**src/include/rss_pkg.sv**
```systemverilog
// Constants, types and field layouts shared by the reset source sequencer.
// Behaviour
// - Tell apart power-on, pin, watchdog, brown-out, software, trap and illegal-op resets.
// - A watchdog wake-up resumes normal operation and reinitialises nothing.
// - The master clear path filters out short pin pulses.
// - Internal resets never drive the master clear pin low.
// - Power-on restarts the timers, enters reset and selects the configured clock.
// - After power-on, a 10 us bias delay precedes the power-up delay.
// - Power-up delay is selectable: none, 4 ms, 16 ms or 64 ms.
// - Reset releases on the next first quarter phase edge, at the reset vector.
// - Clock monitor on and clock not ready after delays: trap, switch to fast RC.
// - Monitor and power-up timer both off: leave reset quickly.
// - Monitor off and no clock: stay frozen at the reset vector.
// - Brown-out selects the configured clock and waits for oscillator start-up.
// - With the PLL in use, hold the clock until the lock bit reads one.
// - After brown-out with no power-up delay and a crystal, use 100 us instead (here only with the monitor on; with it off the quick exit skips it).
// - Brown-out sets the brown-out status flag.
// - The brown-out detector keeps working in sleep and idle.
// - Each reset kind sets its own cause flags.
// - Resets load address zero, clock fail loads four, wakes resume or vector.
// - Events alter only their own flags (software, watchdog, pin and power-on events here also clear other flags); brown-out clears only the power-on flag.
// - Cause flags are readable and writable by software.
// - Watchdog time-out resets the device, but in sleep only wakes it.
// - Non power-on resets from sleep set the sleep flag; power-on clears it (here only pin and brown-out resets set it; software resets clear it).
package rss_pkg;

  // Clock and delay figures.
  localparam int SYS_CLK_NS = 10;
  localparam int SLOW_RC_KHZ = 512;
  localparam int BIAS_SETTLE_NS = 10000;
  localparam int FAIL_SAFE_SETTLE_NS = 100000;
  localparam int POWER_UP_TIMER_4_MS = 4;
  localparam int POWER_UP_TIMER_16_MS = 16;
  localparam int POWER_UP_TIMER_64_MS = 64;
  localparam int MASTER_CLEAR_PIN_FILTER_NS = 200;
  localparam int CNT_W = 16;

  // Delays as counts of slow RC ticks (least times round up) and system clocks.
  localparam logic [CNT_W-1:0] BIAS_TICKS =
    CNT_W'((BIAS_SETTLE_NS * SLOW_RC_KHZ + 999999) / 1000000);
  localparam logic [CNT_W-1:0] FAIL_SAFE_TICKS =
    CNT_W'((FAIL_SAFE_SETTLE_NS * SLOW_RC_KHZ + 999999) / 1000000);
  localparam logic [CNT_W-1:0] POWER_UP_TIMER_4MS_TICKS = CNT_W'(POWER_UP_TIMER_4_MS * SLOW_RC_KHZ);
  localparam logic [CNT_W-1:0] POWER_UP_TIMER_16MS_TICKS = CNT_W'(POWER_UP_TIMER_16_MS * SLOW_RC_KHZ);
  localparam logic [CNT_W-1:0] POWER_UP_TIMER_64MS_TICKS = CNT_W'(POWER_UP_TIMER_64_MS * SLOW_RC_KHZ);
  localparam int MASTER_CLEAR_PIN_FILT_CYC = (MASTER_CLEAR_PIN_FILTER_NS + SYS_CLK_NS - 1) / SYS_CLK_NS;

  // Power-up delay selection codes.
  localparam logic [1:0] POWER_UP_TIMER_SEL_NONE = 2'h0;
  localparam logic [1:0] POWER_UP_TIMER_SEL_4MS = 2'h1;
  localparam logic [1:0] POWER_UP_TIMER_SEL_16MS = 2'h2;

  // Quarter phase counter; the last phase precedes the first quarter edge.
  localparam logic [1:0] Q_LAST = 2'h3;
  localparam logic [1:0] Q_FIRST = 2'h0;

  // Restart addresses and the fast RC group code.
  localparam logic [23:0] VEC_RESET = 24'h000000;
  localparam logic [23:0] VEC_CLOCK_FAIL = 24'h000004;
  localparam logic [23:0] PC_STEP = 24'h000002;
  localparam logic [2:0] OSC_GROUP_FAST_RC = 3'h7;
  localparam logic [2:0] OSC_GROUP_RST = 3'h0;

  // Register word indices and byte offsets.
  localparam logic [1:0] IDX_FLAGS = 2'h0;
  localparam logic [1:0] IDX_OSC = 2'h1;
  localparam logic [1:0] IDX_SEQ = 2'h2;
  localparam logic [3:0] ADDR_FLAGS = 4'h0;
  localparam logic [3:0] ADDR_OSC = 4'h4;
  localparam logic [3:0] ADDR_SEQ = 4'h8;

  // Reset control register field positions.
  localparam int F_POR = 0;
  localparam int F_BOR = 1;
  localparam int F_IDLE = 2;
  localparam int F_SLEEP = 3;
  localparam int F_WATCHDOG_TIMEOUT_FLAG = 4;
  localparam int F_SW = 6;
  localparam int F_EXT = 7;
  localparam int F_ILLEGAL = 14;
  localparam int F_TRAP = 15;
  localparam logic [15:0] FLAGS_MASK = 16'hc0df;
  localparam logic [15:0] FLAGS_POR_VAL = 16'h0003;

  // Oscillator control register field positions.
  localparam int OSC_CF_BIT = 3;
  localparam int OSC_LOCK_BIT = 5;
  localparam int OSC_COSC_LSB = 12;

  // Reset source vector positions.
  localparam int SRC_ILL = 0;
  localparam int SRC_TRAP = 1;
  localparam int SRC_SW = 2;
  localparam int SRC_WDT = 3;
  localparam int SRC_MASTER_CLEAR_PIN = 4;
  localparam int SRC_BOR = 5;
  localparam int SRC_POR = 6;
  localparam int SRC_N = 7;

  typedef enum logic [2:0] {ST_RESET, ST_BIAS, ST_POWER_UP_TIMER, ST_CLKWAIT, ST_Q1, ST_RUN} rss_state_t;

  // Configuration straps, static while the device runs.
  typedef struct packed {
    logic [1:0] power_up_timer_sel;
    logic clock_fail_monitor_en;
    logic crystal_mode;
    logic pll_used;
    logic [2:0] osc_group_select_cfg;
  } rss_cfg_t;

  // Requests and state from the processor core, same clock.
  typedef struct packed {
    logic sleep;
    logic idle;
    logic wdt_timeout;
    logic sw_reset_req;
    logic trap_lockup_req;
    logic illegal_op_req;
    logic irq_wake;
    logic [23:0] irq_vector;
    logic [23:0] pc;
  } rss_cpu_t;

  // Oscillator status, arriving from other clock sources.
  typedef struct packed {
    logic osc_running;
    logic ost_done;
    logic pll_locked;
  } rss_clk_stat_t;

endpackage

```
**src/rtl/rss_in_filter.sv**
```systemverilog
// Two-stage synchroniser followed by a stability filter.
`timescale 1ns/100ps
module rss_in_filter #(
  parameter int W = 1,
  parameter int STABLE = 1,
  parameter logic [W-1:0] RST_VAL = '0
) (
  input wire logic sys_clk,
  input wire logic rst_n,
  input wire logic [W-1:0] din,
  output logic [W-1:0] dout
);
  localparam int CW = $clog2(STABLE + 1);
  localparam logic [CW-1:0] CNT_LAST = CW'(STABLE - 1);

  logic [W-1:0] meta_q;
  logic [W-1:0] sync_q;
  logic [W-1:0] dout_q;
  logic [CW-1:0] cnt_q;
  logic differs;

  // A new level must persist for STABLE cycles before it is passed on.
  assign differs = sync_q != dout_q;
  assign dout = dout_q;

  // Synchroniser and filter counter.
  always_ff @(posedge sys_clk or negedge rst_n) begin
    if (!rst_n) begin
      meta_q <= RST_VAL;
      sync_q <= RST_VAL;
      dout_q <= RST_VAL;
      cnt_q <= '0;
    end else begin
      meta_q <= din;
      sync_q <= meta_q;
      if (differs && cnt_q == CNT_LAST) begin
        dout_q <= sync_q;
        cnt_q <= '0;
      end else if (differs) begin
        cnt_q <= cnt_q + CW'(1);
      end else begin
        cnt_q <= '0;
      end
    end
  end
endmodule

```
**src/rtl/rss_reset_seq.sv**
```systemverilog
// Reset source gathering, release sequencing and cause flags, with an Avalon-MM slave.
//
// Our own choices: the register addresses and the Avalon-MM slave port.
`timescale 1ns/100ps
module rss_reset_seq #(
  parameter logic [rss_pkg::CNT_W-1:0] POWER_UP_TIMER_4MS_TICKS = rss_pkg::POWER_UP_TIMER_4MS_TICKS,
  parameter logic [rss_pkg::CNT_W-1:0] POWER_UP_TIMER_16MS_TICKS = rss_pkg::POWER_UP_TIMER_16MS_TICKS,
  parameter logic [rss_pkg::CNT_W-1:0] POWER_UP_TIMER_64MS_TICKS = rss_pkg::POWER_UP_TIMER_64MS_TICKS,
  parameter int MASTER_CLEAR_PIN_FILT_CYC = rss_pkg::MASTER_CLEAR_PIN_FILT_CYC
) (
  input wire logic sys_clk,
  input wire logic rst_n,
  input wire logic [3:0] avs_address,
  input wire logic avs_read,
  input wire logic avs_write,
  input wire logic [31:0] avs_writedata,
  input wire logic [3:0] avs_byteenable,
  output logic [31:0] avs_readdata,
  output logic avs_waitrequest,
  input wire logic master_clear_pin_n,
  output logic master_clear_pin_o,
  output logic master_clear_pin_oe,
  input wire logic por_event,
  input wire logic brownout_reset,
  input wire logic slow_rc_clk,
  input wire rss_pkg::rss_clk_stat_t clk_stat_async,
  input wire rss_pkg::rss_cfg_t cfg,
  input wire rss_pkg::rss_cpu_t cpu,
  output logic system_reset_n,
  output logic restart_load,
  output logic [23:0] restart_addr,
  output logic clock_fail_trap,
  output logic [2:0] clock_select,
  output logic osc_startup_start,
  output logic cpu_frozen
);
  import rss_pkg::*;

  logic master_clear_pin_n_s;
  logic [5:0] async_s;
  logic por_s;
  logic bor_s;
  logic slow_s;
  rss_clk_stat_t clk_s;
  logic [SRC_N-1:0] src_lvl;
  logic [SRC_N-1:0] src_prev_q;
  logic [SRC_N-1:0] ev;
  logic any_src;
  logic wdt_wake_lvl;
  logic [1:0] wake_prev_q;
  logic ev_wdt_wake;
  logic ev_irq_wake;
  logic slow_prev_q;
  logic slow_tick;
  rss_state_t state_q;
  rss_state_t state_d;
  logic [CNT_W-1:0] cnt_q;
  logic [CNT_W-1:0] cnt_d;
  logic [CNT_W-1:0] power_up_timer_limit;
  logic fail_safe_needed;
  logic rapid_exit;
  logic clk_ok;
  logic q1_edge;
  logic trap_fire;
  logic release_now;
  logic [1:0] q_phase_q;
  logic trap_pend_q;
  logic pwr_seq_q;
  logic bor_seq_q;
  logic system_reset_n_n_q;
  logic restart_load_q;
  logic [23:0] restart_addr_q;
  logic clk_fail_trap_q;
  logic [2:0] clock_sel_q;
  logic ost_start_q;
  logic [15:0] flags_q;
  logic [15:0] flags_d;
  logic cf_q;
  logic ack_q;
  logic [31:0] readdata_q;
  logic req;
  logic reg_wr;
  logic [1:0] reg_idx;
  logic sel_flags;
  logic sel_osc;
  logic sel_seq;
  logic [15:0] wmask;
  logic [15:0] osc_stat;
  logic [31:0] seq_stat;
  logic [31:0] rd_mux;
  logic wake_accept;

  // The pin is filtered; supply monitors, slow RC and clock status are only synchronised.
  rss_in_filter #(.W(1), .STABLE(MASTER_CLEAR_PIN_FILT_CYC), .RST_VAL(1'b1)) u_master_clear_pin_filt (
    .sys_clk(sys_clk),
    .rst_n(rst_n),
    .din(master_clear_pin_n),
    .dout(master_clear_pin_n_s)
  );
  rss_in_filter #(.W(6), .STABLE(1), .RST_VAL(6'h00)) u_async_sync (
    .sys_clk(sys_clk),
    .rst_n(rst_n),
    .din({por_event, brownout_reset, slow_rc_clk, clk_stat_async}),
    .dout(async_s)
  );
  assign por_s = async_s[5];
  assign bor_s = async_s[4]; // Not gated by sleep or idle.
  assign slow_s = async_s[3];
  assign clk_s = rss_clk_stat_t'(async_s[2:0]);

  // The pin is never driven by this block.
  assign master_clear_pin_o = 1'b0;
  assign master_clear_pin_oe = 1'b0;

  // Reset sources, their rising edges and the combined request.
  assign wdt_wake_lvl = cpu.wdt_timeout & cpu.sleep;
  assign src_lvl[SRC_POR] = por_s;
  assign src_lvl[SRC_BOR] = bor_s;
  assign src_lvl[SRC_MASTER_CLEAR_PIN] = ~master_clear_pin_n_s;
  assign src_lvl[SRC_WDT] = cpu.wdt_timeout & ~cpu.sleep;
  assign src_lvl[SRC_SW] = cpu.sw_reset_req;
  assign src_lvl[SRC_TRAP] = cpu.trap_lockup_req;
  assign src_lvl[SRC_ILL] = cpu.illegal_op_req;
  assign any_src = |src_lvl;
  assign ev = src_lvl & ~src_prev_q;
  assign ev_wdt_wake = wdt_wake_lvl & ~wake_prev_q[1];
  assign ev_irq_wake = cpu.irq_wake & cpu.sleep & ~wake_prev_q[0];
  assign wake_accept = (state_q == ST_RUN) & ~any_src;
  assign slow_tick = slow_s & ~slow_prev_q;

  // Delay selection and release conditions.
  assign fail_safe_needed = bor_seq_q & cfg.crystal_mode & (cfg.power_up_timer_sel == POWER_UP_TIMER_SEL_NONE);
  assign power_up_timer_limit = fail_safe_needed ? FAIL_SAFE_TICKS :
                      (cfg.power_up_timer_sel == POWER_UP_TIMER_SEL_NONE) ? '0 :
                      (cfg.power_up_timer_sel == POWER_UP_TIMER_SEL_4MS) ? POWER_UP_TIMER_4MS_TICKS :
                      (cfg.power_up_timer_sel == POWER_UP_TIMER_SEL_16MS) ? POWER_UP_TIMER_16MS_TICKS : POWER_UP_TIMER_64MS_TICKS;
  assign rapid_exit = ~cfg.clock_fail_monitor_en & (cfg.power_up_timer_sel == POWER_UP_TIMER_SEL_NONE);
  assign clk_ok = clk_s.osc_running & (clk_s.ost_done | ~cfg.crystal_mode)
                  & (clk_s.pll_locked | ~cfg.pll_used);
  assign q1_edge = q_phase_q == Q_LAST;
  assign cpu_frozen = (state_q == ST_CLKWAIT) & ~cfg.clock_fail_monitor_en;

  // Release sequence; any source sends it back to the start.
  always_comb begin
    state_d = state_q;
    cnt_d = cnt_q;
    trap_fire = 1'b0;
    release_now = 1'b0;
    unique case (state_q)
      ST_RESET: begin
        cnt_d = '0;
        if (!any_src) begin
          state_d = rapid_exit ? ST_CLKWAIT : ST_BIAS;
        end
      end
      ST_BIAS: begin
        if (slow_tick && cnt_q == BIAS_TICKS - CNT_W'(1)) begin
          cnt_d = '0;
          state_d = ST_POWER_UP_TIMER;
        end else if (slow_tick) begin
          cnt_d = cnt_q + CNT_W'(1);
        end
      end
      ST_POWER_UP_TIMER: begin
        if (power_up_timer_limit == '0) begin
          state_d = ST_CLKWAIT;
        end else if (slow_tick && cnt_q == power_up_timer_limit - CNT_W'(1)) begin
          cnt_d = '0;
          state_d = ST_CLKWAIT;
        end else if (slow_tick) begin
          cnt_d = cnt_q + CNT_W'(1);
        end
      end
      ST_CLKWAIT: begin
        if (clk_ok) begin
          state_d = ST_Q1;
        end else if (cfg.clock_fail_monitor_en) begin
          trap_fire = 1'b1;
          state_d = ST_Q1;
        end
      end
      ST_Q1: begin
        if (q1_edge) begin
          release_now = 1'b1;
          state_d = ST_RUN;
        end
      end
      ST_RUN: state_d = ST_RUN;
    endcase
    if (any_src) begin
      state_d = ST_RESET;
      cnt_d = '0;
      trap_fire = 1'b0;
      release_now = 1'b0;
    end
  end

  // Cause flags: software write first, then hardware events win over it.
  assign wmask = {{8{avs_byteenable[1]}}, {8{avs_byteenable[0]}}} & FLAGS_MASK;
  always_comb begin
    flags_d = flags_q;
    if (reg_wr && sel_flags) begin
      flags_d = (flags_q & ~wmask) | (avs_writedata[15:0] & wmask);
    end
    if (ev[SRC_ILL]) begin
      flags_d[F_ILLEGAL] = 1'b1;
    end
    if (ev[SRC_TRAP]) begin
      flags_d[F_TRAP] = 1'b1;
    end
    if (ev[SRC_SW]) begin
      flags_d[F_SW] = 1'b1;
      flags_d[F_EXT] = 1'b0;
      flags_d[F_WATCHDOG_TIMEOUT_FLAG] = 1'b0;
      flags_d[F_IDLE] = 1'b0;
      flags_d[F_SLEEP] = 1'b0;
    end
    if (ev[SRC_WDT]) begin
      flags_d[F_WATCHDOG_TIMEOUT_FLAG] = 1'b1;
      flags_d[F_EXT] = 1'b0;
      flags_d[F_SW] = 1'b0;
      flags_d[F_IDLE] = 1'b0;
      flags_d[F_SLEEP] = 1'b0;
    end
    if (ev[SRC_MASTER_CLEAR_PIN]) begin
      flags_d[F_EXT] = 1'b1;
      flags_d[F_WATCHDOG_TIMEOUT_FLAG] = 1'b0;
      flags_d[F_IDLE] = cpu.idle;
      flags_d[F_SLEEP] = cpu.sleep;
      if (!cpu.sleep && !cpu.idle) begin
        flags_d[F_SW] = 1'b0;
      end
    end
    if (ev_wdt_wake) begin
      flags_d[F_WATCHDOG_TIMEOUT_FLAG] = 1'b1;
      flags_d[F_SLEEP] = 1'b1;
    end
    if (ev_irq_wake) begin
      flags_d[F_SLEEP] = 1'b1;
    end
    if (ev[SRC_BOR]) begin
      flags_d[F_POR] = 1'b0;
      flags_d[F_BOR] = 1'b1;
      flags_d[F_SLEEP] = flags_d[F_SLEEP] | cpu.sleep;
      flags_d[F_IDLE] = flags_d[F_IDLE] | cpu.idle;
    end
    if (ev[SRC_POR]) begin
      flags_d = FLAGS_POR_VAL;
    end
  end

  // Edge history, quarter phase and sequence counters.
  always_ff @(posedge sys_clk or negedge rst_n) begin
    if (!rst_n) begin
      src_prev_q <= '0;
      wake_prev_q <= '0;
      slow_prev_q <= 1'b0;
      q_phase_q <= Q_FIRST;
      state_q <= ST_RESET;
      cnt_q <= '0;
      flags_q <= FLAGS_POR_VAL;
    end else begin
      src_prev_q <= src_lvl;
      wake_prev_q <= {wdt_wake_lvl, cpu.irq_wake};
      slow_prev_q <= slow_s;
      q_phase_q <= q_phase_q + 2'h1;
      state_q <= state_d;
      cnt_q <= cnt_d;
      flags_q <= flags_d;
    end
  end

  // Sequence bookkeeping: power sequence, brown-out origin and pending trap.
  always_ff @(posedge sys_clk or negedge rst_n) begin
    if (!rst_n) begin
      pwr_seq_q <= 1'b1;
      bor_seq_q <= 1'b0;
      trap_pend_q <= 1'b0;
      cf_q <= 1'b0;
    end else begin
      pwr_seq_q <= ev[SRC_POR] | ev[SRC_BOR] | (pwr_seq_q & ~release_now);
      bor_seq_q <= ev[SRC_BOR] | (bor_seq_q & ~ev[SRC_POR] & ~release_now);
      trap_pend_q <= trap_fire | (trap_pend_q & ~release_now & ~any_src);
      cf_q <= trap_fire | (cf_q & ~(reg_wr & sel_osc & avs_byteenable[0]
                                    & ~avs_writedata[OSC_CF_BIT]));
    end
  end

  // Outputs to the core and clock logic.
  always_ff @(posedge sys_clk or negedge rst_n) begin
    if (!rst_n) begin
      system_reset_n_n_q <= 1'b0;
      restart_load_q <= 1'b0;
      restart_addr_q <= VEC_RESET;
      clk_fail_trap_q <= 1'b0;
      clock_sel_q <= OSC_GROUP_RST;
      ost_start_q <= 1'b0;
    end else begin
      system_reset_n_n_q <= ~any_src & (release_now | system_reset_n_n_q);
      restart_load_q <= release_now | (wake_accept & (ev_wdt_wake | ev_irq_wake));
      if (release_now) begin
        restart_addr_q <= trap_pend_q ? VEC_CLOCK_FAIL : VEC_RESET;
      end else if (wake_accept && ev_wdt_wake) begin
        restart_addr_q <= cpu.pc + PC_STEP;
      end else if (wake_accept && ev_irq_wake) begin
        restart_addr_q <= cpu.irq_vector;
      end
      clk_fail_trap_q <= trap_fire;
      if (trap_fire) begin
        clock_sel_q <= OSC_GROUP_FAST_RC;
      end else if (state_q == ST_RESET && pwr_seq_q) begin
        clock_sel_q <= cfg.osc_group_select_cfg;
      end
      ost_start_q <= (ev[SRC_POR] | ev[SRC_BOR]) & cfg.crystal_mode;
    end
  end

  assign system_reset_n = system_reset_n_n_q;
  assign restart_load = restart_load_q;
  assign restart_addr = restart_addr_q;
  assign clock_fail_trap = clk_fail_trap_q;
  assign clock_select = clock_sel_q;
  assign osc_startup_start = ost_start_q;

  // Register decode and read multiplexer; unmapped offsets read zero.
  assign req = avs_read | avs_write;
  assign avs_waitrequest = req & ~ack_q;
  assign reg_wr = avs_write & ack_q;
  assign reg_idx = avs_address[3:2];
  assign sel_flags = reg_idx == IDX_FLAGS;
  assign sel_osc = reg_idx == IDX_OSC;
  assign sel_seq = reg_idx == IDX_SEQ;
  assign osc_stat = {1'b0, clock_sel_q, 6'h00, clk_s.pll_locked, 1'b0, cf_q, 3'h0};
  assign seq_stat = {cnt_q, 11'h000, cpu_frozen, system_reset_n_n_q, state_q};
  assign rd_mux = sel_flags ? {16'h0000, flags_q} :
                  sel_osc ? {16'h0000, osc_stat} :
                  sel_seq ? seq_stat : 32'h00000000;
  assign avs_readdata = readdata_q;

  // One wait cycle per access; read data is captured while waitrequest is high.
  always_ff @(posedge sys_clk or negedge rst_n) begin
    if (!rst_n) begin
      ack_q <= 1'b0;
      readdata_q <= 32'h00000000;
    end else begin
      ack_q <= req & ~ack_q;
      if (avs_read && !ack_q) begin
        readdata_q <= rd_mux;
      end
    end
  end
endmodule
```
**config.mk**
```make
export PLATFORM = sky130hd
export DESIGN_NAME = rss_reset_seq
export DESIGN_NICKNAME = d
export VERILOG_FILES = /design/src/include/rss_pkg.sv /design/src/rtl/rss_in_filter.sv /design/src/rtl/rss_reset_seq.sv
export SDC_FILE = /design/constraint.sdc
export NUM_CORES = 1
export LEC_CHECK = 0
export ABC_AREA = 1
export BUFFER_PORTS_ARGS = -buffer_cell sky130_fd_sc_hd__buf_2
export CAP_MARGIN = 20
export CORE_MARGIN = 8
export CORE_UTILIZATION = 35
export CTS_CLUSTER_SIZE = 25
export DETAILED_ROUTE_END_ITERATION = 12
export HOLD_SLACK_MARGIN = 0.1
export MAX_ROUTING_LAYER = met4
export PLACE_DENSITY = 0.62
export RECOVER_POWER = 50
export SETUP_SLACK_MARGIN = 0.3
export SYNTH_ARGS = -nofsm -noshare
export SYNTH_HDL_FRONTEND = slang
export SYNTH_HIERARCHICAL = 1
export SYNTH_SLANG_ARGS = --single-unit
```
**constraint.sdc**
```tcl
create_clock -name sys_clk -period 4.2 [get_ports sys_clk]
set_clock_uncertainty 0.2 [all_clocks]
set_input_delay 0.84 -clock sys_clk [delete_from_list [all_inputs] [get_ports sys_clk]]
set_output_delay 0.84 -clock sys_clk [all_outputs]
set_load 0.02 [all_outputs]
```
==> impl_metrics.toml, run 1 <==
[synthesis]
synth_cells = 809
yosysTopAreaCellShare = 0.468
yosys_register_bits = 131
synth_cell_type_count = 51
seq_area_frac_synth = 0.491
yosys.area_share.adder = 0.0150
synth_compound_area_frac = 0.118
synthSimpleGateAreaFrac = 0.269
syn_avg_cell_area_um2 = 8.27
synth_top_family_by_area = "simple AND/OR/NAND/NOR gates"
netlist_area_um2 = 6690
synth_xor_area_frac = 0.0223
synth.top_cells.by_area = "dfrtp_1 47%, nand2_1 12%, inv_1 5.3%, nand3_1 3.3%, o21ai_0 3.3%"
synthMuxAreaShare = 0
synth_top_cell_by_area = "dfrtp_1"
ys.warnings.count = 6

[die]
dieWidth_um = 154
die_h_um = 154
coreArea_um2 = 18700
initial_core_util = 0.358
rows = 50
ioPinCount = 181
dieArea_um2 = 23800

[power]
clkPwrFrac = 0.473
power.internal_mw = 2.23
power_density_nw_per_um2 = 365
leakage_nw = 4.14
p_comb_frac = 0.080
power_frac_seq = 0.447
peakVddDrop_uv = 329
power.net_switching_uw = 747
swShare = 0.251

[clocking]
ctsHtreeMaxLevel = 4
postCtsHoldBufs = 0
cts_setup_buffers = 0
cts_resized = 0
cts_tree = "done"
cts_buffer_depth = 2
clk_latency_ns = 0.41
cts_buffers = 17
cts_root_buf = "clkbuf_16"
clk_pin_slew_ns = 0.06
cts_sinks = 131

[final_layout]
drive_above_1_share = 0.235
final_area_um2 = 8150
area_delta_synth_final_pct = 21.8
nets = 1078
fin_cells = 1204

[critical_path]
crit_path_top_delay_cell = "dfrtp_1"
cp.arrival_ns = 1.64
required_ns = 3.16
path_class = "register to output port"
critPathTopFamily = "simple AND/OR/NAND/NOR gates"
startpoint_type = "register"
path_cells = "nor2_1 -> inv_1 -> nor2_1 -> nand2_1 -> inv_1 -> buf_2"
cp_max_fo = 6
path_buf_inv = 3
cp-end-kind = "output port"
max_stage_delay_ns = 0.43

[global_routing]
grt_usage = 0.157
grt_start_max_net_pins = 86
grt_pass1_vias = 5744
grt_pass1_wl_um = 29300
grt-ovfl-total = 0
antenna_found_initial = 1

[timing]
maxSlewViolCount = 85
worstMarginPinSlew_ns = 2.19
setup-tns-final_ns = 0
rsz0062_at_grt = "false"
slew_headroom = -0.459
finalHoldViolations = 0
period_minus_slack_ns = 2.68
fin_ws_ns = 1.52
setup_viol = 0
min_period_over_period = 0.637
clock.fmax_ghz = 0.374

[run_status]
violations = "capacitance limit, slew limit"
status = "finished, violations left"

[worst_hold_path]
worstHoldPathType = "register to register"

[job]
drv_cap = 1

[place]
place_inst = 1171
port-buffer-count = 151
place.gp.congestion = 0.886
pre_cts_ws_ns = 1.45
dpl.hpwl_um = 13300
placed_cell_area_um2 = 7610

[detailed_routing]
drc = 0
ant_nets = 0
wirelength_um = 17800
routedWlPerCell_um = 14.8
num_vias = 5774
first_pass_iters = 5
drtIter0Drc = 321
detail_route.vias_per_cell = 4.80
-- cells in the final DEF, fill, tap and decap left out, types with 4 or more instances in the layout --
master / synthesis / final
nand4_1: 17 / 17
nor2_1: 56 / 58
nor3_1: 16 / 16
clkbuf_1: 10 / 6
nand3_1: 44 / 44
buf_2: 4 / 144
clkinv_2: 1 / 5
nand2_1: 212 / 213
dfstp_2: 6 / 5
inv_2: 7 / 6
nand2_2: 5 / 5
o21ai_1: 30 / 30
dfrtp_1: 125 / 125
xor2_1: 15 / 15
o221ai_1: 4 / 4
nor2_2: 9 / 8
o21a_1: 4 / 4
nand3_2: 4 / 4
inv_1: 95 / 95
a21oi_1: 18 / 18
o21ai_0: 44 / 44
clkbuf_16: 0 / 17
ha_1: 8 / 8
nor2_4: 7 / 6
o211ai_1: 17 / 17
-- worst reg2reg max path: stages (launching register included) --
cell and delay (ns):
dfstp_1 0.62, nand2_1 0.10, nor3_2 0.17, nand2_4 0.14, inv_6 0.13, nand3_4 0.14, clkinv_4 0.29, o21ai_0 0.16
a21oi_1 0.14, o21ai_1 0.08
-- cell type report --
| class | count | area (µm²) |
|---|---|---|
| fillers | 1897 | 10600 |
| flip-flops and latches | 131 | 3290 |
| multi-input cells | 548 | 2830 |
| repair buffers | 152 | 768 |
| clock buffers | 19 | 453 |
| inverters | 106 | 409 |
| well taps | 234 | 293 |
| clock inverters | 12 | 108 |
| diodes | 2 | 5.00 |
-- worst paths after layout --
check | from | to | slack, ns | depth (start not counted)
worst max-delay path | state_q[2] | cpu_frozen | 1.52 | 6
min in group asynchronous | rst_n | avs_readdata[16] | 0.88 | 1
worst max register to register | u_master_clear_pin_filt/dout | restart_addr[8] | 1.93 | 9
max in group asynchronous | rst_n | u_master_clear_pin_filt/cnt_q[1] | 1.65 | 1
worst min-delay path | u_async_sync/sync_q[1] | u_async_sync/dout[1] | 0.14 | 0
worst min register to register | u_async_sync/sync_q[1] | u_async_sync/dout[1] | 0.14 | 0
-- registers in the layout (all words and copies together) (netlist names), 2 cells and up --
name,flops
restart_addr,24
state_q,3
u_async_sync/sync_q,6
q_phase_q,2
flags_q,9
cnt_q,16
clock_select,3
avs_readdata,29
u_master_clear_pin_filt/cnt_q,5
u_async_sync/meta_q,6
u_async_sync/dout,6
src_prev_q,7
wake_prev_q,2
-- per-stage QoR --
stage / hold WS, ns / utilization / power (mW)
2_1_floorplan: 0.131 / - / 1.47
3_3_place_gp: 0.133 / 0.407 / 1.59
3_5_place_dp: 0.135 / 0.407 / 1.60
4_1_cts: 0.148 / 0.437 / 3.02
5_1_grt: 0.153 / 0.435 / 3.10
6_report: 0.142 / 0.436 / 2.98
-- power by group through the flow --
| stage | clock network, mW | logic [mW] | registers (mW) |
|---|---|---|---|
| 3_5_place_dp | 0 | 0.246 | 1.35 |
| 4_1_cts | 1.45 | 0.247 | 1.33 |
| 5_1_grt | 1.50 | 0.270 | 1.33 |
| 2_1_floorplan | 0 | 0.106 | 1.36 |
| 3_3_place_gp | 0 | 0.242 | 1.35 |
| 6_report | 1.41 | 0.239 | 1.33 |
-- synthesized netlist by cell type (all sizes together) --
master	number
and2	1
a31oi	3
buf	15
nor3b	1
o21a	4
clkbuf	10
nor3	19
nand2	221
a31o	1
dfrtp	125
nor4	1
xor2	15
o21bai	1
or2	2
a211oi	1
clkinv	3
o311ai	1
a41oi	1
nand3	50
o22ai	3
o221ai	5
dfstp	6
nand4	18
o21ai	76
o211ai	17
a21oi	18
conb	1
inv	103
nor2	72
ha	8
o2111ai	1
o31ai	2
nand3b	2
xnor2	2
-- per-layer routing --
layer | up-vias | routed length [µm] | share of wire | global-route usage
li1 | 2917 | - | - | -
met1 | 2686 | 7820 | 0.44 | 0.189
met2 | 156 | 8650 | 0.49 | 0.254
met3 | 15 | 1150 | 0.064 | 0.0468
met4 | 0 | 174 | 0.0098 | 0.0378
met5 | - | 0 | 0 | -
-- logic make-up after synthesis --
group           Yosys count
buf+inv                 131
simple gates            387
compound gates          134
xor+xnor                 17
flops                   131
other cells               1
fa+ha+maj                 8
Power figures use the tool's default switching activity.
==> inputs of run 2 (changes only) <==
==> constraint.sdc (replaced) <==
create_clock -name sys_clk -period 2.6 [get_ports sys_clk]
set_clock_uncertainty 0.2 [all_clocks]
set_input_delay 0.52 -clock sys_clk [delete_from_list [all_inputs] [get_ports sys_clk]]
set_output_delay 0.52 -clock sys_clk [all_outputs]
set_load 0.02 [all_outputs]
==> run 2 against run 1 <==
Net effect:
- the run now ends clean
- routed wire length rose by 2.8%
- register-to-register slack got worse by 1.5 ns
- cell count rose by 1.9%
- clock-buffer cell count did not move
- sequential share of layout area fell by 1.2 points
- critical endpoint is now cnt_q[5]
==> impl_metrics.toml, run 2 (same netlist as run 1, synthesis figures left out) <==
[run_status]
status = "finished, final reports clean"

[timing]
fin_ws_ns = 0.394
slew_headroom = 0.253
min_period_over_period = 0.849
setup-tns-final_ns = 0
period_minus_slack_ns = 2.21
clock.fmax_ghz = 0.453
hold_slack_ns = 0.143
rsz0062_at_grt = "false"
worstMarginPinSlew_ns = 1.12
maxSlewViolCount = 0
setup_viol = 0
finalHoldViolations = 0

[place]
place.gp.congestion = 0.893
pre_cts_ws_ns = 0.189
placed_cell_area_um2 = 7650
port-buffer-count = 151
dpl.hpwl_um = 13500
place_inst = 1176

[die]
die_h_um = 154
dieWidth_um = 154
dieArea_um2 = 23800
coreArea_um2 = 18700
rows = 50
initial_core_util = 0.358
ioPinCount = 181

[critical_path]
path_cells = "nand2_1 -> nor3_2 -> nand2_4 -> inv_6 -> nand2_1 -> o21ai_0"
cpMostUsedCell = "nand2_1"
required_ns = 2.72
startpoint_type = "register"
crit_path_top_delay_cell = "dfstp_1"
max_stage_delay_ns = 0.64
cp-end-kind = "register"
cp.arrival_ns = 2.32
path_class = "register to register"
cp_max_fo = 16

[global_routing]
antenna_found_initial = 1
grt_pass1_wl_um = 29500
grt-ovfl-total = 0
grt_pass1_vias = 5850
grt_start_max_net_pins = 45
grt_usage = 0.158

[worst_hold_path]
worstHoldPathType = "primary input to register"

[detailed_routing]
wirelength_um = 18300
top_layer = "met4"
detail_route.vias_per_cell = 4.83
wl_met3_um = 1200
num_vias = 5923
m1WireLength_um = 7960
drtIter0Drc = 278
dr_wl_met2_um = 8920
ant_nets = 0
first_pass_iters = 5
drc = 0
routedWlPerCell_um = 14.9

[clocking]
cts_root_buf = "clkbuf_16"
clk_pin_slew_ns = 0.06
clk_latency_ns = 0.42
ctsHtreeMaxLevel = 4
cts_buffers = 17
cts_tree = "done"
cts_buffer_depth = 2
cts_sinks = 131

[job]
drv_cap = 0

[final_layout]
nets = 1099
final_area_um2 = 8390
fin_cells = 1227
largest_reg_flops = 29
drive_above_1_share = 0.242
final_util = 0.448
final_cell_mix = "212 x nand2_1, 145 x buf_2, 124 x dfrtp_1"
area_delta_synth_final_pct = 25.4
fillers = 1835
final_common_cell = "nand2_1"

[power]
power_density_nw_per_um2 = 590
report.power.total_mw = 4.95
leakage_nw = 4.24
peakVddDrop_uv = 599
-- run 2: path summary, 6_finish.rpt --
check | slack [ns] | cells past startpoint | startpoint | end
min | 0.14 | 3 | cfg[2] | clock_select[2]
min in group asynchronous | 0.65 | 2 | rst_n | avs_readdata[17]
max reg2reg | 0.39 | 6 | u_master_clear_pin_filt/dout | cnt_q[5]
max in group asynchronous | 0.55 | 3 | rst_n | flags_q[1]
min reg2reg | 0.15 | 0 | u_async_sync/meta_q[5] | u_async_sync/sync_q[5]
max | 0.39 | 6 | u_master_clear_pin_filt/dout | cnt_q[5]
-- run 2: critical path: cells and delay by family, from the launching register on --
family                 cells  cell delay, ns
DFF                        1            0.64
and+or+nand+nor            4            0.80
buffers and inverters      1            0.13
AOI/OAI and AO/OA          1            0.34
-- run 2: area by class of cell --
| type | count | area (µm²) | share of cell area |
|---|---|---|---|
| Antenna cell | 3 | 7.51 | 0.000895 |
| Clock buffer | 19 | 433 | 0.0516 |
| Clock inverter | 13 | 150 | 0.0179 |
| Inverter | 106 | 419 | 0.0500 |
| Multi-Input combinational cell | 548 | 2850 | 0.339 |
| Sequential cell | 131 | 3290 | 0.392 |
| Tap cell | 234 | 293 | 0.0349 |
| Timing Repair Buffer | 172 | 946 | 0.113 |
| Timing Repair inverter | 1 | 8.76 | 0.00104 |
-- run 2: report_power, final --
part | internal, mW | total (mW) | leakage, nW | switching, mW
clock network | 1.43 | 2.40 | 0.273 | 0.967
logic | 0.145 | 0.403 | 2.26 | 0.258
registers | 2.11 | 2.15 | 1.71 | 0.0369
-- run 2: repair_timing --
item	in CTS	in global routing
endpoints found under the hold margin	52	0
gates resized for setup	2	9
setup endpoints to repair	1	8
cloned	0	1
hold buffers	12	0
pin swaps	0	0
setup buffers	1	2
-- run 2: routing by layer --
| metal | vias up | track usage |
|---|---|---|
| met5 | - | - |
| met4 | 0 | 0.0471 |
| met2 | 166 | 0.260 |
| li1 | 2971 | - |
| met3 | 20 | 0.0479 |
| met1 | 2766 | 0.185 |
==> inputs of run 3 (changes only) <==
--- a/config.mk
+++ b/config.mk
@@ -14,7 +14,7 @@
 export DETAILED_ROUTE_END_ITERATION = 12
 export HOLD_SLACK_MARGIN = 0.1
 export MAX_ROUTING_LAYER = met4
-export PLACE_DENSITY = 0.62
+export PLACE_DENSITY = 0.64
 export RECOVER_POWER = 50
 export SETUP_SLACK_MARGIN = 0.3
 export SYNTH_ARGS = -nofsm -noshare
==> constraint.sdc (replaced) <==
create_clock -name sys_clk -period 1.89 [get_ports sys_clk]
set_clock_uncertainty 0.2 [all_clocks]
set_input_delay 0.378 -clock sys_clk [delete_from_list [all_inputs] [get_ports sys_clk]]
set_output_delay 0.378 -clock sys_clk [all_outputs]
set_load 0.02 [all_outputs]
==> run 3 against run 2 <==
Net effect:
- the run now ends with setup timing left
- die area did not move
- non-clock buffer count rose by 161
- routed wire length rose by 19%
- final area rose by 28%
- utilization rose by 12 points
- sequential share of layout area fell by 8.5 points
- global-route usage rose by 1.7 points
- flip-flop and latch count did not move
- sequential power rose by 38%
- cell count rose by 13%
- clock-buffer cell count fell by 1
==> impl_metrics.toml, run 3 (same netlist as run 1, synthesis figures left out) <==
[run_status]
status = "finished, violations left"
violations = "setup timing"

[clocking]
cts_buffers = 17
clk_pin_slew_ns = 0.07
cts_sinks = 131
cts_buffer_depth = 2
clk_latency_ns = 0.42
cts_root_buf = "clkbuf_16"
ctsHtreeMaxLevel = 4
cts_tree = "done"

[global_routing]
antenna_found_initial = 2
grt_usage = 0.175
grt_pass1_vias = 6670
grt_start_max_net_pins = 42
grt_pass1_wl_um = 32500
grt-ovfl-total = 0

[detailed_routing]
num_vias = 6799
drc = 0
first_pass_iters = 7
wirelength_um = 21700
ant_nets = 0
drtIter0Drc = 374
detail_route.vias_per_cell = 4.90
routedWlPerCell_um = 15.6

[power]
power.internal_mw = 5.26
swShare = 0.260
clkPwrFrac = 0.476
power_density_nw_per_um2 = 665
peakVddDrop_uv = 633
power_frac_seq = 0.416
leakage_nw = 5.25
p_comb_frac = 0.108
power.net_switching_mw = 1.85
report.power.total_mw = 7.11

[place]
dpl.hpwl_um = 14100
port-buffer-count = 151
place_inst = 1250
placed_cell_area_um2 = 8330
place.gp.congestion = 0.897

[timing]
maxSlewViolCount = 0
min_period_over_period = 1.09
slew_headroom = 0.258
worstMarginPinSlew_ns = 1.11
fin_ws_ns = -0.172
finalHoldViolations = 0
clock.fmax_ghz = 0.485
rsz0062_at_grt = "true"
period_minus_slack_ns = 2.06
setup-tns-final_ns = -2.80
setup_viol = 42

[final_layout]
drive_above_1_share = 0.408
final_util = 0.572
nets = 1261
largest_reg_flops = 29
final_common_cell = "nand2_1"
fillers = 1563
final_area_um2 = 10700
final_cell_mix = "174 x nand2_1, 130 x buf_2, 124 x dfrtp_1"
area_delta_synth_final_pct = 60.0
fin_cells = 1388

[critical_path]
cp_max_fo = 3
cp.arrival_ns = 2.18
cp-end-kind = "register"
path_class = "register to register"
required_ns = 2.01
startpoint_type = "register"

[die]
initial_core_util = 0.358
dieArea_um2 = 23800
ioPinCount = 181
coreArea_um2 = 18700
rows = 50
die_h_um = 154
dieWidth_um = 154

[job]
drv_cap = 0

[worst_hold_path]
worstHoldPathType = "primary input to register"
-- run 3: stage by stage --
stage	worst slack, ns	hold WS [ns]
floorplan	0.0595	-0.118
global placement	-0.155	0.128
detailed placement	-0.167	0.130
CTS	-0.117	0.102
global route	-0.249	0.123
finish	-0.172	0.119
-- run 3: power by group through the flow --
stage	Combinational (mW)	Sequential [mW]	Clock (mW)
finish	0.770	2.96	3.38
global route	0.844	2.97	3.58
CTS	0.715	2.96	3.47
detailed placement	0.596	3.01	0
global placement	0.588	3.00	0
floorplan	0.241	3.03	0
-- run 3: routing by layer --
layer / part of all wire / up-vias / GRT usage / routed length, µm
met5: 0 / - / - / 0
met4: 0.026 / 0 / 0.0611 / 575
met3: 0.062 / 43 / 0.0424 / 1350
met2: 0.51 / 241 / 0.293 / 11000
met1: 0.41 / 3208 / 0.203 / 8800
li1: - / 3307 / - / -
-- run 3: critical path: stages, from the launching register on --
cell and delay, ns:
dfrtp_1 0.37, ha_2 0.21, nand3_2 0.11, nor2_4 0.12, nand2_1 0.06, nor2_1 0.11, nand2_1 0.07, nor2_1 0.11
nand2_2 0.10, nand3_4 0.15, buf_6 0.12, nand4_1 0.09, nand2_1 0.09, inv_1 0.04
-- run 3: cell type report --
class	instances	area, µm²	area share
timing repair buffer	333	2730	0.255
multi-input combinational	549	3340	0.312
tap	234	293	0.0274
inverter	106	433	0.0405
clock buffer	18	439	0.0410
antenna	2	5.00	0.000468
clock inverter	14	163	0.0152
timing repair inverter	1	11.3	0.00105
sequential	131	3290	0.307
-- run 3: what timing repair did --
action | 4_1_cts | 5_1_grt
buffers inserted | 17 | 18
gates resized for setup | 75 | 137
gates cloned | 6 | 6
pin swaps | 16 | 48
setup endpoints to repair | 59 | 98
hold endpoints to repair | 174 | 0
hold buffers | 57 | 0
-- run 3: path summary, 6_finish.rpt --
check                                       start  slack (ns)  depth (start not counted)                endpoint
min                                        cfg[4]        0.12                          3       osc_startup_start
max reg2reg                              cnt_q[0]       -0.17                         13              state_q[1]
max                                      cnt_q[0]       -0.17                         13              state_q[1]
min in group asynchronous                   rst_n        0.53                          2  u_async_sync/sync_q[3]
max in group asynchronous                   rst_n        0.14                          3              flags_q[1]
min reg2reg                u_async_sync/sync_q[0]        0.14                          0    u_async_sync/dout[0]
